`config.mk`:
```
export PLATFORM = sky130hd
export DESIGN_NAME = dpd_decoder
export DESIGN_NICKNAME = d
export VERILOG_FILES = /design/src/rtl/dpd_index_sel.v /design/src/rtl/dpd_decoder.v
export VERILOG_INCLUDE_DIRS = /design/src /design/src/rtl
export SDC_FILE = /design/constraint.sdc
export NUM_CORES = 1
export LEC_CHECK = 0
export BUFFER_PORTS_ARGS = -buffer_cell sky130_fd_sc_hd__buf_4
export CORE_UTILIZATION = 48
export DETAILED_ROUTE_END_ITERATION = 10
export PLACE_DENSITY = 0.7
export SYNTH_ARGS = -nofsm -noshare
export SYNTH_HDL_FRONTEND = slang
export SYNTH_HIERARCHICAL = 1
export SYNTH_SLANG_ARGS = --single-unit
```
`constraint.sdc`:
```
create_clock -name ref_clk -period 9.6 [get_ports ref_clk]
set_clock_uncertainty 0.05 [all_clocks]
set_input_delay 1.44 -clock ref_clk [delete_from_list [all_inputs] [get_ports ref_clk]]
set_output_delay 1.44 -clock ref_clk [all_outputs]
set_load 0.02 [all_outputs]
```
`src/rtl/dpd_defines.vh`:
```
// register map, descriptor fields and codes of the descriptor decoder
`ifndef DPD_DEFINES_VH
`define DPD_DEFINES_VH
`define DPD_OFF_DESC 8'h00
`define DPD_OFF_EXT 8'h04
`define DPD_OFF_BASE 8'h08
`define DPD_OFF_GOFF 8'h0C
`define DPD_OFF_BOUND 8'h10
`define DPD_OFF_BLK0_LO 8'h14
`define DPD_OFF_BLK0_HI 8'h18
`define DPD_OFF_BLK1_LO 8'h1C
`define DPD_OFF_BLK1_HI 8'h20
`define DPD_OFF_CTRL 8'h24
`define DPD_OFF_CMD 8'h28
`define DPD_OFF_STATUS 8'h2C
`define DPD_OFF_ADDR 8'h30
`define DPD_OFF_SURF 8'h34
`define DPD_OFF_SS_BASE 8'h38
`define DPD_OFF_BL_BASE 8'h3C
`define DPD_OFF_ADDR2 8'h40
`define DPD_DESC_HDR 0
`define DPD_DESC_TYPE 5:1
`define DPD_DESC_PORT 7:6
`define DPD_DESC_SIMD16 8
`define DPD_DESC_IDX 16:9
`define DPD_CTRL_HWMODE 0
`define DPD_CTRL_TWOBLK 1
`define DPD_CTRL_MASK 15:8
`define DPD_IDX_STATELESS 8'hFF
`define DPD_IDX_SLM 8'hFE
`define DPD_IDX_BL_BINDLESS 8'hFC
`define DPD_IDX_SS_BINDLESS 8'hFB
`define DPD_IDX_RSV_HI 8'hFA
`define DPD_IDX_RSV_LO 8'hF0
`define DPD_PORT_P0 2'h0
`define DPD_PORT_P1 2'h1
`define DPD_PORT_RO 2'h2
`define DPD_PORT_RB 2'h3
`define DPD_NTYPE_P0 5'h09
`define DPD_NTYPE_P1 5'h13
`define DPD_NTYPE_RO 5'h06
`define DPD_NTYPE_RB 5'h03
`define DPD_T0_HWB_RD 5'h07
`define DPD_T0_HWB_WR 5'h08
`define DPD_T1_BLK_FIRST 5'h06
`define DPD_T1_BLK_LAST 5'h0A
`define DPD_T1_HWB_RD 5'h09
`define DPD_T1_HWB_WR 5'h0A
`define DPD_T1_WIDE_US_RD 5'h0D
`define DPD_T1_WIDE_US_WR 5'h0E
`define DPD_T1_TS_RD 5'h0F
`define DPD_T1_TS_WR 5'h10
`define DPD_TRO_RSI 5'h00
`define DPD_TRO_TS_UCW 5'h02
`define DPD_TRO_PAGE_OP 5'h04
`define DPD_TRO_TS_OP 5'h05
`define DPD_M_BOUND 3'h0
`define DPD_M_SLM 3'h1
`define DPD_M_ST32 3'h2
`define DPD_M_ST64 3'h3
`define DPD_M_BL_SS 3'h4
`define DPD_M_BL_BL 3'h5
`define DPD_M_RSV 3'h6
`define DPD_BOUND_MAX 4'hB
`define DPD_BOUND_SHIFT 6'h14
`endif

```
`src/rtl/dpd_index_sel.v`:
```
// surface index to address model classifier
`timescale 1ns/1ns
`include "dpd_defines.vh"
module dpd_index_sel (
    // descriptor view
    input wire [7:0] index,
    input wire wide,
    // classification
    output reg [2:0] model,
    output reg reserved
);
    always @* begin
        reserved = 1'b0;
        model = `DPD_M_BOUND;
        case (index)
            `DPD_IDX_STATELESS: model = wide ? `DPD_M_ST64 : `DPD_M_ST32;
            `DPD_IDX_SLM: model = `DPD_M_SLM;
            `DPD_IDX_SS_BINDLESS: model = `DPD_M_BL_SS;
            `DPD_IDX_BL_BINDLESS: model = `DPD_M_BL_BL;
            default: begin
                if (index >= `DPD_IDX_RSV_LO) begin
                    model = `DPD_M_RSV;
                    reserved = 1'b1;
                end
            end
        endcase
    end
endmodule

```
`src/rtl/dpd_decoder.v`:
```
// data port message descriptor decoder with avalon register slave
`timescale 1ns/1ns
`include "dpd_defines.vh"
module dpd_decoder (
    // clock and reset
    input wire ref_clk,
    input wire rst_n,
    // avalon-mm slave
    input wire [7:0] avs_address,
    input wire avs_read,
    input wire avs_write,
    input wire [31:0] avs_writedata,
    input wire [3:0] avs_byteenable,
    output reg [31:0] avs_readdata,
    output reg avs_waitrequest,
    // decoded access
    output reg dec_valid_q,
    output reg dec_err_q,
    output reg mem_req_q,
    output reg [2:0] dec_model_q,
    output reg [63:0] mem_addr_q,
    output reg [2:0] payload_regs_q,
    output reg [7:0] chan_mask_q
);
    reg [31:0] desc_q;
    reg [31:0] ext_q;
    reg [31:0] base_q;
    reg [31:0] goff_q;
    reg [3:0] bound_q;
    reg [63:0] blk0_q;
    reg [63:0] blk1_q;
    reg [15:0] ctrl_q;
    reg [31:0] ss_base_q;
    reg [31:0] bl_base_q;
    reg done_q;
    reg oob_q;
    reg hwmode_q;
    reg [2:0] msg_regs_q;
    reg [31:0] surf_q;
    reg [63:0] addr2_q;
    reg [31:0] rdata_d;

    wire [4:0] mtype;
    wire [1:0] port;
    wire hdr;
    wire simd16;
    wire [7:0] idx;
    wire [2:0] model;
    wire idx_rsv;
    wire go;
    wire acc;
    wire [31:0] ctrl_wr;
    wire [31:0] status_w;

    assign hdr = desc_q[`DPD_DESC_HDR];
    assign mtype = desc_q[`DPD_DESC_TYPE];
    assign port = desc_q[`DPD_DESC_PORT];
    assign simd16 = desc_q[`DPD_DESC_SIMD16];
    assign idx = desc_q[`DPD_DESC_IDX];
    // accesses complete on the cycle waitrequest is low
    assign acc = ~avs_waitrequest & (avs_read | avs_write);
    assign go = acc & avs_write & (avs_address == `DPD_OFF_CMD);

    function [31:0] be_merge;
        input [31:0] old;
        input [31:0] nw;
        input [3:0] be;
        integer i;
        begin
            for (i = 0; i < 4; i = i + 1) begin
                be_merge[i*8 +: 8] = be[i] ? nw[i*8 +: 8] : old[i*8 +: 8];
            end
        end
    endfunction

    // ctrl holds 16 bits, so the upper merged lanes are dropped
    assign ctrl_wr = be_merge({16'h0000, ctrl_q}, avs_writedata,
        avs_byteenable);
    // status fields packed from bit 0 upward
    assign status_w = {19'h00000, msg_regs_q, hwmode_q, oob_q,
        payload_regs_q, dec_model_q, dec_err_q, done_q};

    reg type_ok;
    reg wide;
    reg blkaddr;
    reg hword;
    reg typed;
    reg rsi;
    reg [31:0] base_eff;
    reg [31:0] goff_eff;
    reg [3:0] bound_eff;
    reg [32:0] addr32;
    reg [35:0] limit;
    reg oob;
    reg err;
    reg [2:0] pl_regs;
    reg [63:0] addr_d;
    reg [31:0] surf_d;
    reg [7:0] mask_d;
    reg hw_d;

    dpd_index_sel u_sel (
        .index(idx),
        .wide(wide),
        .model(model),
        .reserved(idx_rsv)
    );

    always @* begin
        case (port)
            `DPD_PORT_P0: type_ok = mtype < `DPD_NTYPE_P0;
            `DPD_PORT_P1: type_ok = mtype < `DPD_NTYPE_P1;
            `DPD_PORT_RO: type_ok = mtype < `DPD_NTYPE_RO;
            `DPD_PORT_RB: type_ok = mtype < `DPD_NTYPE_RB;
            default: type_ok = 1'b0;
        endcase
        blkaddr = ((port == `DPD_PORT_P1) & (mtype >= `DPD_T1_BLK_FIRST)
            & (mtype <= `DPD_T1_BLK_LAST))
            | ((port == `DPD_PORT_RO) & (mtype == `DPD_TRO_PAGE_OP));
        wide = ((port == `DPD_PORT_P1) & ((mtype <= `DPD_T1_BLK_LAST)
            | (mtype == `DPD_T1_WIDE_US_RD)
            | (mtype == `DPD_T1_WIDE_US_WR)))
            | ((port == `DPD_PORT_RO) & (mtype == `DPD_TRO_PAGE_OP));
        hword = ((port == `DPD_PORT_P0) & ((mtype == `DPD_T0_HWB_RD)
            | (mtype == `DPD_T0_HWB_WR)))
            | ((port == `DPD_PORT_P1) & ((mtype == `DPD_T1_HWB_RD)
            | (mtype == `DPD_T1_HWB_WR)));
        typed = ((port == `DPD_PORT_P1) & ((mtype == `DPD_T1_TS_RD)
            | (mtype == `DPD_T1_TS_WR)))
            | ((port == `DPD_PORT_RO) & ((mtype == `DPD_TRO_TS_UCW)
            | (mtype == `DPD_TRO_TS_OP)));
        rsi = (port == `DPD_PORT_RO) & (mtype == `DPD_TRO_RSI);

        // error on bad type or index
        err = ~type_ok | idx_rsv;
        if (hdr) begin
            base_eff = base_q;
            goff_eff = goff_q;
            bound_eff = bound_q;
        end else begin
            base_eff = 32'h00000000;
            goff_eff = 32'h00000000;
            bound_eff = `DPD_BOUND_MAX;
        end

        addr32 = {1'b0, base_eff} + {1'b0, goff_eff};
        // 36 bits so a bound code of 15 cannot wrap to zero
        limit = 36'h000000001 << ({2'b00, bound_eff} + `DPD_BOUND_SHIFT);
        if ((port == `DPD_PORT_RB) | blkaddr) begin
            // handles and block addresses carry no thread bound
            oob = 1'b0;
        end else begin
            oob = {3'b000, addr32} >= limit;
        end

        if (rsi | blkaddr) begin
            pl_regs = 3'h1;
        end else if (typed) begin
            pl_regs = simd16 ? 3'h5 : 3'h4;
        end else if (model == `DPD_M_ST64) begin
            pl_regs = simd16 ? 3'h4 : 3'h2;
        end else begin
            pl_regs = simd16 ? 3'h2 : 3'h1;
        end

        if (blkaddr) begin
            addr_d = blk0_q;
        end else begin
            addr_d = {32'h00000000, addr32[31:0]};
        end

        if (model == `DPD_M_BL_SS) begin
            surf_d = ss_base_q + ext_q;
        end else if (model == `DPD_M_BL_BL) begin
            surf_d = bl_base_q + ext_q;
        end else begin
            surf_d = 32'h00000000;
        end

        // hword mode widens slot 0 mask
        hw_d = hword & hdr & ctrl_q[`DPD_CTRL_HWMODE];
        if (hw_d) begin
            // one mask bit covers the whole slot in hword transfers
            mask_d = {8{ctrl_q[8]}};
        end else begin
            mask_d = ctrl_q[`DPD_CTRL_MASK];
        end
    end

    always @* begin
        case (avs_address)
            `DPD_OFF_DESC: rdata_d = desc_q;
            `DPD_OFF_EXT: rdata_d = ext_q;
            `DPD_OFF_BASE: rdata_d = base_q;
            `DPD_OFF_GOFF: rdata_d = goff_q;
            `DPD_OFF_BOUND: rdata_d = {28'h0000000, bound_q};
            `DPD_OFF_BLK0_LO: rdata_d = blk0_q[31:0];
            `DPD_OFF_BLK0_HI: rdata_d = blk0_q[63:32];
            `DPD_OFF_BLK1_LO: rdata_d = blk1_q[31:0];
            `DPD_OFF_BLK1_HI: rdata_d = blk1_q[63:32];
            `DPD_OFF_CTRL: rdata_d = {16'h0000, ctrl_q};
            `DPD_OFF_STATUS: rdata_d = status_w;
            `DPD_OFF_ADDR: rdata_d = mem_addr_q[31:0];
            `DPD_OFF_SURF: rdata_d = surf_q;
            `DPD_OFF_SS_BASE: rdata_d = ss_base_q;
            `DPD_OFF_BL_BASE: rdata_d = bl_base_q;
            `DPD_OFF_ADDR2: rdata_d = addr2_q[31:0];
            default: rdata_d = 32'h00000000;
        endcase
    end

    // one wait cycle per access keeps readdata registered
    always @(posedge ref_clk or negedge rst_n) begin
        if (!rst_n) begin
            avs_waitrequest <= 1'b1;
            avs_readdata <= 32'h00000000;
        end else begin
            if (avs_waitrequest & (avs_read | avs_write)) begin
                avs_waitrequest <= 1'b0;
                avs_readdata <= avs_read ? rdata_d : 32'h00000000;
            end else begin
                avs_waitrequest <= 1'b1;
            end
        end
    end

    always @(posedge ref_clk or negedge rst_n) begin
        if (!rst_n) begin
            desc_q <= 32'h00000000;
            ext_q <= 32'h00000000;
            base_q <= 32'h00000000;
            goff_q <= 32'h00000000;
            bound_q <= `DPD_BOUND_MAX;
            blk0_q <= 64'h0000000000000000;
            blk1_q <= 64'h0000000000000000;
            ctrl_q <= 16'hFF00;
            ss_base_q <= 32'h00000000;
            bl_base_q <= 32'h00000000;
        end else if (acc & avs_write) begin
            case (avs_address)
                `DPD_OFF_DESC: desc_q <= be_merge(desc_q, avs_writedata,
                    avs_byteenable);
                `DPD_OFF_EXT: ext_q <= be_merge(ext_q, avs_writedata,
                    avs_byteenable);
                `DPD_OFF_BASE: base_q <= be_merge(base_q, avs_writedata,
                    avs_byteenable);
                `DPD_OFF_GOFF: goff_q <= be_merge(goff_q, avs_writedata,
                    avs_byteenable);
                `DPD_OFF_BOUND: begin
                    if (avs_byteenable[0]) begin
                        bound_q <= avs_writedata[3:0];
                    end
                end
                `DPD_OFF_BLK0_LO: blk0_q[31:0] <= be_merge(blk0_q[31:0],
                    avs_writedata, avs_byteenable);
                `DPD_OFF_BLK0_HI: blk0_q[63:32] <= be_merge(blk0_q[63:32],
                    avs_writedata, avs_byteenable);
                `DPD_OFF_BLK1_LO: blk1_q[31:0] <= be_merge(blk1_q[31:0],
                    avs_writedata, avs_byteenable);
                `DPD_OFF_BLK1_HI: blk1_q[63:32] <= be_merge(blk1_q[63:32],
                    avs_writedata, avs_byteenable);
                `DPD_OFF_CTRL: ctrl_q <= ctrl_wr[15:0];
                `DPD_OFF_SS_BASE: ss_base_q <= be_merge(ss_base_q,
                    avs_writedata, avs_byteenable);
                `DPD_OFF_BL_BASE: bl_base_q <= be_merge(bl_base_q,
                    avs_writedata, avs_byteenable);
                default: desc_q <= desc_q;
            endcase
        end
    end

    // decode is taken on the command write, one result per command
    always @(posedge ref_clk or negedge rst_n) begin
        if (!rst_n) begin
            dec_valid_q <= 1'b0;
            dec_err_q <= 1'b0;
            mem_req_q <= 1'b0;
            dec_model_q <= `DPD_M_BOUND;
            mem_addr_q <= 64'h0000000000000000;
            payload_regs_q <= 3'h0;
            chan_mask_q <= 8'h00;
            done_q <= 1'b0;
            oob_q <= 1'b0;
            hwmode_q <= 1'b0;
            msg_regs_q <= 3'h0;
            surf_q <= 32'h00000000;
            addr2_q <= 64'h0000000000000000;
        end else begin
            dec_valid_q <= go;
            mem_req_q <= go & ~err & ~oob;
            // classification is kept on error so software sees why
            if (go) begin
                done_q <= 1'b1;
                dec_err_q <= err;
                oob_q <= oob;
                dec_model_q <= model;
                mem_addr_q <= addr_d;
                payload_regs_q <= pl_regs;
                msg_regs_q <= pl_regs + {2'b00, hdr};
                chan_mask_q <= mask_d;
                hwmode_q <= hw_d;
                surf_q <= surf_d;
                addr2_q <= (blkaddr & ctrl_q[`DPD_CTRL_TWOBLK])
                    ? blk1_q : 64'h0000000000000000;
            end
        end
    end
endmodule

```
==> results of run 1 <==
[per-layer routing]
layer	wire, um	up-vias
met4	3657	0
met5	0	-
met3	8645	215
met1	41160	11886
li1	-	10153
met2	43020	1216
[state kept, by name (all words and copies together), names as in the netlist, 4 cells and up]
name	cells
avs_readdata	32
bl_base_q	32
goff_q	32
addr2_q	32
ctrl_q	16
blk0_q	64
blk1_q	64
mem_addr_q	64
base_q	32
chan_mask_q	8
ext_q	32
desc_q	32
surf_q	32
ss_base_q	32
bound_q	4
[cells in the final DEF (no fill, tap or decap), types with 9 or more instances in the layout]
master | synthesis | routed
dfstp_2 | 12 | 12
nor3_1 | 25 | 25
mux2i_1 | 10 | 10
and2_1 | 70 | 70
a211oi_1 | 12 | 12
clkbuf_8 | 0 | 9
dfrtp_1 | 512 | 512
nor2b_1 | 16 | 16
a21o_1 | 54 | 54
inv_1 | 33 | 33
nand2_1 | 280 | 280
xnor2_1 | 53 | 53
clkbuf_1 | 122 | 10
a222oi_1 | 25 | 25
nand2b_1 | 21 | 21
ha_1 | 113 | 113
clkbuf_16 | 0 | 54
a31oi_1 | 36 | 35
buf_4 | 0 | 193
o21ai_0 | 135 | 135
a22o_1 | 63 | 63
nor2_1 | 175 | 162
and3_1 | 11 | 11
nand3b_1 | 9 | 9
mux2_2 | 342 | 342
o21ai_1 | 12 | 11
a221oi_1 | 75 | 75
o21a_1 | 11 | 11
nand3_1 | 55 | 55
nor2_4 | 0 | 9
a22oi_1 | 109 | 109
xor2_1 | 29 | 29
clkinv_2 | 0 | 13
a21oi_1 | 125 | 125
nand4_1 | 18 | 18
[worst max-delay path, cell delays in order (launching register included)]
cell	delay, ns
dfrtp_1	0.92
and2_1	0.25
ha_1	0.22
inv_1	0.08
fa_1	0.37
nor2b_1	0.17
o21a_1	0.17
o21ai_1	0.10
a21oi_1	0.20
nor2_1	0.10
o21ai_1	0.34
nand2_1	0.16
nand2b_1	0.10
a21oi_1	0.08
xnor2_1	0.14
ha_1	0.29
o21a_1	0.10
o21ai_0	0.14
nand2b_1	0.07
a21oi_1	0.15
nor2b_1	0.06
o21ai_0	0.15
a21oi_1	0.09
a31oi_1	0.17
o21ai_0	0.14
mux2_2	0.28
[cells by family after synthesis]
family,after synthesis,synth area share
AOI/OAI and AO/OA,721,0.1782
xor gates and xnor gates,82,0.02537
adders and majority gates,116,0.05206
buffers and inverters,191,0.02594
DFF,524,0.4637
muxes,353,0.1400
and+or+nand+nor,709,0.1148
[worst min path at each step]
stage	endpoint	slack, ns	cells after the start
3_3_place_gp	hwmode_q	0.41	2
5_1_grt	avs_readdata[25]	0.45	1
6_report	avs_readdata[25]	0.43	1
3_5_place_dp	avs_readdata[21]	0.42	1
4_1_cts	avs_readdata[25]	0.43	1
2_1_floorplan	done_q	0.39	1
[metrics by stage]
step                      instance area (um2)  setup WS [ns]
after floorplan                         28310          5.295
after global placement                  30270          4.578
after detailed placement                30270          4.521
after CTS                               32040          4.475
after global routing                    32040          3.994
final                                   32040          4.380
[power by group through the flow]
stage	registers (mW)	clock network [mW]	logic, mW
final	2.27	2.13	0.183
after CTS	2.27	2.15	0.184
after detailed placement	2.31	0	0.183
after global placement	2.31	0	0.179
after floorplan	2.30	0	0.0794
after global routing	2.27	2.24	0.201
[final cells by class]
class,instances,area [um2]
antenna,1,2.502
clock buffer,73,1513
clock inverter,25,260.3
fill,4947,25980
inverter,34,130.1
multi-input combinational,1981,14570
sequential,524,13130
tap,765,957.2
timing repair buffer,195,1484
==> summary.md, run 1 <==
| Metric | Value |
|---|---|
| Fmax | 191.6 MHz |
| Top Usage Layer GRT | met2 |
| Final #Nets | 2954 |
| Iteration-0 DRC Markers | between 2000 and 3000 |
| Worst skew pair latency | 0.62 ns |
| Layout area overhead | 13.18% |
| WHS | around 0.43 ns |
| Height of the die | 244.9 um |
| Via count | 23470 |
| Post-cts sizing count | 0 |
| CTS tree | built |
| Yosys top cell area share | 0.4526 |
| Via density | 6.523 |
| Synth Instances | 2696 |
| Final setup viols | 0 |
| Endpoint class of the critical path | register |
| FF+latch count, synth | 524 |
| Leak | 15.69 nW |
| Ports | roughly 160 |
| Total GRT Usage | 0.3204 |
| RSZ-0062 raised after global routing | no |
| Net Count, Synth | 2860 |
| Routing usage on met3 | 0.05609 |
| Routed wire length | 96.48 mm |
| Worst Setup SP | desc_q[0] |
| Wirelength per Cell | 26.82 um |
| Slew @ Worst Pin | 1.116 ns |
| Die width | ~240 um |
| Tmin final | roughly 5.2 ns |
| Source of the worst hold timing path | avs_readdata[25] |
| Critical path fanouts, max | 40 |
| Synthesized cell area | 28310 um2 |
| Post-CTS Hold Buffers | 0 |
| Fin cells | about 3600 |
| Post-synthesis cell type count | 80 |
| Cell Count Post-Placement | 3499 |
| Met2 Use GR | 0.4910 |
| Total power draw | 4.585 mW |
| Register area share after synthesis | 0.4637 |
| Input/output buffers | 161 |
| Share of total power in combinational logic | 0.040 |
| Most common library cells after synthesis | dfrtp_1 (512), mux2_2 (342), nand2_1 (280), nor2_1 (175), o21ai_0 (135) |
| Initial antenna violation count | 1 |
| DR DRC count | 0 |
| Vias in the first global route | 23202 |
| CTS H-Tree Depth | 2 |
| Power density cells | around 140 nW/um2 |
| Number of routed nets with antenna violations | 0 |
| Reg-to-Reg Start | desc_q[0] |
| Crit Path Class | reg -> reg |
| Count leader, synth | dfrtp_1 |
| Routability cong. | 0.9645 |
| Worst VDD drop | 0.0001531 V |
| Crit path DAT | between 5 and 6 ns |
| Slew Viols, Final | 0 |
| R2R Path End | oob_q |
| Pre-antenna DRT Iters | 7 |
| Clk sinks | between 500 and 600 |
| Sequential power share | 0.495 |
| Critical Path RT | between 10 and 15 ns |
| Ranking of synthesized cells by area | dfrtp_1 (45%), mux2_2 (14%), ha_1 (5.0%), nand2_1 (3.7%), a22oi_1 (2.9%) |
| Initial core utilization | 0.4879 |
| Yosys warning count | 6 |
| Reg-to-reg slack, setup | 4.38 ns |
| Ys async rst share | 1.000 |
| Crit share post-route | 0.5437 |
| Largest net degree at the start of global routing | 160 |
| CP startpoint kind | register |
| Slew margin rel. | 0.2554 |
| First-pass GRT wire length | 145.7 mm |
| Core region area | 58030 um2 |
| Setup TNS Final | 0 ns |
| Final Hold Vio Count | 0 |
| Root Buffer | clkbuf_16 |
| Max-cap violation count | 0 |
| Final Util | 0.5522 |
| GRT overflow | 0 |
| Row count | 88 |
| Internal | roughly 3.5 mW |
| CTS buffer count | 54 |
| Sw frac | 0.2342 |
| Total Die Area | 59960 um2 |
| Setup bufs post-CTS | 0 |
| Layout cells sized above 1 | 0.2398 |
| R2R depth | 25 |
| Psw | approximately 1.1 mW |
| Synth area leader | dfrtp_1 |
| Hpwl dp | roughly 64 mm |
| Clock Path Buffers | 3 |
| Reg clk slew, reported paths | 0.06 ns |
| Clock group share of total power | 0.465 |
| Mean Syn Cell Area | 10.50 um2 |
| Outcome | finished clean |
| Ys flop type | dfrtp_1 |
| EDFF count, synth | 0 |
| Min-Delay Path Class | reg -> reg |
| Grt met1 use | 0.4519 |
| Critical path endpoint | oob_q |
Note: power is estimated with default switching activity, not from simulation.
==> run 2: changes to the inputs <==
--- a/config.mk
+++ b/config.mk
@@ -6,10 +6,11 @@
 export SDC_FILE = /design/constraint.sdc
 export NUM_CORES = 1
 export LEC_CHECK = 0
+export ABC_AREA = 1
 export BUFFER_PORTS_ARGS = -buffer_cell sky130_fd_sc_hd__buf_4
 export CORE_UTILIZATION = 48
 export DETAILED_ROUTE_END_ITERATION = 10
-export PLACE_DENSITY = 0.7
+export PLACE_DENSITY = 0.73
 export SYNTH_ARGS = -nofsm -noshare
 export SYNTH_HDL_FRONTEND = slang
 export SYNTH_HIERARCHICAL = 1
==> constraint.sdc (replaced) <==
create_clock -name ref_clk -period 4.59 [get_ports ref_clk]
set_clock_uncertainty 0.05 [all_clocks]
set_input_delay 0.6885 -clock ref_clk [delete_from_list [all_inputs] [get_ports ref_clk]]
set_output_delay 0.6885 -clock ref_clk [all_outputs]
set_load 0.02 [all_outputs]
==> run 2 against run 1 <==
Against the previous run: flip-flop and latch count is the same; clock power grew 140%; critical path depth is the same; combinational power grew to 2.6 times the previous value; synthesized cell count grew 64%; maximum frequency grew 37%; wire length grew 23%; critical endpoint unchanged; largest power group is now the clock network; highest routed layer is now met5.
==> summary.md, run 2 <==
| Metric | Value |
|---|---|
| Register area share after synthesis | 0.4230 (-0.04065) |
| R2R depth | 25 (unchanged) |
| Net Count, Synth | 4584 (+60%) |
| Row count | 92 (+4.5%) |
| Synth area leader | dfrtp_1 |
| Wirelength per Cell | 21.81 um (-19%) |
| Post-cts sizing count | 0 (unchanged) |
| Slew Viols, Final | 0 (unchanged) |
| Input/output buffers | 161 (unchanged) |
| Worst Path Buf+Inv | 4 (+3) |
| Crit path DAT | 4.27 ns (-1.40 ns) |
| Yosys top cell area share | 0.4129 (-0.03967) |
| Iteration-0 DRC Markers | 3715 (+37%) |
| Crit path max-delay family | simple AND/OR/NAND/NOR gates |
| Crit Path Class | reg -> reg |
| Clk sinks | 524 (unchanged) |
| Synth Instances | 4420 (+64%) |
| Total Die Area | 65670 um2 (+9.5%) |
| Die width | 256.3 um (+4.7%) |
| Height of the die | 256.3 um (+4.7%) |
| Max-cap violation count | 0 (unchanged) |
| Reg-to-Reg Start | desc_q[0] |
| Most Frequent Cell on Critical Path | nand2_1 |
| Final Hold Vio Count | 0 (unchanged) |
| Layout cells sized above 1 | 0.07889 (-0.1609) |
| Min-Delay Path Class | in -> async |
| CTS H-Tree Depth | 2 (unchanged) |
| Initial core utilization | 0.4892 (+0.001346) |
| Initial antenna violation count | 2 (+1) |
| Largest net degree at the start of global routing | 110 (-31%) |
| Setup TNS Final | 0 ns (unchanged) |
| CTS tree | built |
| FF+latch count, synth | 524 (unchanged) |
| Critical Path RT | 5.05 ns (-5.00 ns) |
| Via count | 31221 (+33%) |
| CP max stage cell | dfrtp_2 |
| Routed wire length | 118.3 mm (+23%) |
| Tmin final | 3.807 ns (-1.413 ns) |
| Fmax | 262.7 MHz (+37%) |
| Post-CTS Hold Buffers | 0 (unchanged) |
| Total GRT Usage | 0.3574 (+0.03696) |
| Worst skew pair latency | 0.63 ns (about the same) |
| Yosys warning count | 6 (unchanged) |
| Root Buffer | clkbuf_16 |
| EDFF count, synth | 0 (unchanged) |
| GRT overflow | 0 (unchanged) |
| Post-synthesis cell type count | 47 (-41%) |
| Most common library cells after synthesis | nand2_1 (1664), inv_1 (542), dfrtp_1 (512), o21ai_0 (480), nor2_1 (236) |
| Core region area | 63430 um2 (+9.3%) |
| Hpwl dp | 88.42 mm (+38%) |
| Vias in the first global route | 29094 (+25%) |
| Commonest non-fill, non-tap cell in the layout | nand2_1 |
| Slew margin rel. | 0.2494 (-0.005991) |
| First-pass GRT wire length | 178.5 mm (+23%) |
| Ys async rst share | 1.000 (unchanged) |
| Leak | 18.83 nW (+20%) |
| Power density cells | 292.4 nW/um2 (+100%) |
| Ys flop type | dfrtp_1 |
| Ranking of synthesized cells by area | dfrtp_1 (41%), nand2_1 (20%), o21ai_0 (7.7%), inv_1 (6.6%), ha_1 (4.6%) |
| Critical path fanouts, max | 67 (+68%) |
| Slew @ Worst Pin | 1.125 ns (+0.008947 ns) |
| Outcome | finished clean |
| CTS buffer count | 57 (+5.6%) |
| CP startpoint kind | register |
| DR DRC count | 0 (unchanged) |
| Worst VDD drop | 0.0002870 V (+87%) |
| R2R Path End | oob_q |
| Crit share post-route | 0.8294 (+0.2856) |
| # fillers | 6121 (+24%) |
| Final setup viols | 0 (unchanged) |
| Synthesized cell area | 31030 um2 (+9.6%) |
| WHS | 0.07455 ns (-0.3539 ns) |
| Pre-antenna DRT Iters | 6 (-1) |
| Clock Path Buffers | 3 (unchanged) |
| Mean Syn Cell Area | 7.021 um2 (-33%) |
| Final #Nets | 4692 (+59%) |
| RSZ-0062 raised after global routing | no |
| Reg clk slew, reported paths | 0.08 ns (+0.02 ns) |
| Slowest Stage Delay on Critical Path | 0.42 ns (-0.50 ns) |
| Setup bufs post-CTS | 0 (unchanged) |
| Number of routed nets with antenna violations | 0 (unchanged) |
| Reg-to-reg slack, setup | 0.78 ns (-3.60 ns) |
| Count leader, synth | nand2_1 |
| Via density | 5.756 (-12%) |
| Dpl cell area | 33180 um2 (+9.6%) |
| Commonest non-fill, non-tap cells in the layout | nand2_1 (1664), inv_1 (542), dfrtp_1 (511) |
| Layout area overhead | 13.61% |
| Biggest regs | blk0_q (64), blk1_q (64), mem_addr_q (64) |
| Routability cong. | 1.008 (+4.5%) |
| Endpoint class of the critical path | register |
| Ports | 162 (unchanged) |
| Design area | 35260 um2 (+10%) |
[run 2: cell count changes after synthesis, moves of 61 or more]
cell / change
nand3_1: +144
a22oi_1: -105
and2_1: -61
mux2_2: -342
o21ai_0: +345
nand2_1: +1384
a221oi_1: -62
inv_1: +509
nor2_1: +61
[run 2: worst max path at each step]
stage | from | endpoint | slack (ns) | cells after the start
after detailed placement | desc_q[0] | oob_q | 0.86 | 25
after global placement | desc_q[0] | oob_q | 0.89 | 25
after global routing | desc_q[0] | oob_q | 0.46 | 25
final | desc_q[0] | oob_q | 0.78 | 25
after floorplan | desc_q[0] | oob_q | 1.23 | 23
after CTS | desc_q[0] | oob_q | 0.81 | 25
[run 2: layer usage]
metal	track usage	wire, um	vias up
met4	0.1060	3553	2
li1	-	-	14447
met2	0.5374	50910	1662
met1	0.5050	50060	14912
met3	0.09193	13790	198
met5	0	8	-
[run 2: logic make-up (layout without fill, tap and decap cells)]
family | Yosys count | count (layout) | synth area share
flops | 524 | 524 | 0.4230
compound gates | 820 | 820 | 0.1492
other cells | 0 | 2 | 0
simple gates | 2234 | 2234 | 0.2882
buf+inv | 710 | 866 | 0.08754
fa+ha+maj | 116 | 116 | 0.04750
xor+xnor | 16 | 16 | 0.004516
[run 2: through the flow]
stage               std cells  worst slack [ns]    util  power, mW
floorplan                4420             1.231       -      5.003
global placement         5315            0.8887  0.5231      5.301
detailed placement       5315            0.8582  0.5231      5.308
CTS                      5422            0.8130  0.5558      10.30
global route             5422            0.4556  0.5558      10.53
finish                   5424            0.7832  0.5558      10.31
[run 2: layout make-up]
class                           instances  area (um2)  area share
Tap cell                              846        1059     0.03002
Clock inverter                         29       436.7     0.01239
Antenna cell                            2       5.005   0.0001420
Multi-Input combinational cell       3186       15250      0.4325
Clock buffer                           78        1637     0.04642
Sequential cell                       524       13130      0.3724
Timing Repair Buffer                  212        1687     0.04784
Inverter                              547        2056     0.05831
[run 2: power by group]
part	leakage [nW]	internal, mW	switching, mW	total, mW
sequential	7.00	4.70	0.0659	4.76
combinational	10.8	0.122	0.352	0.474
clock	1.01	3.06	2.01	5.07
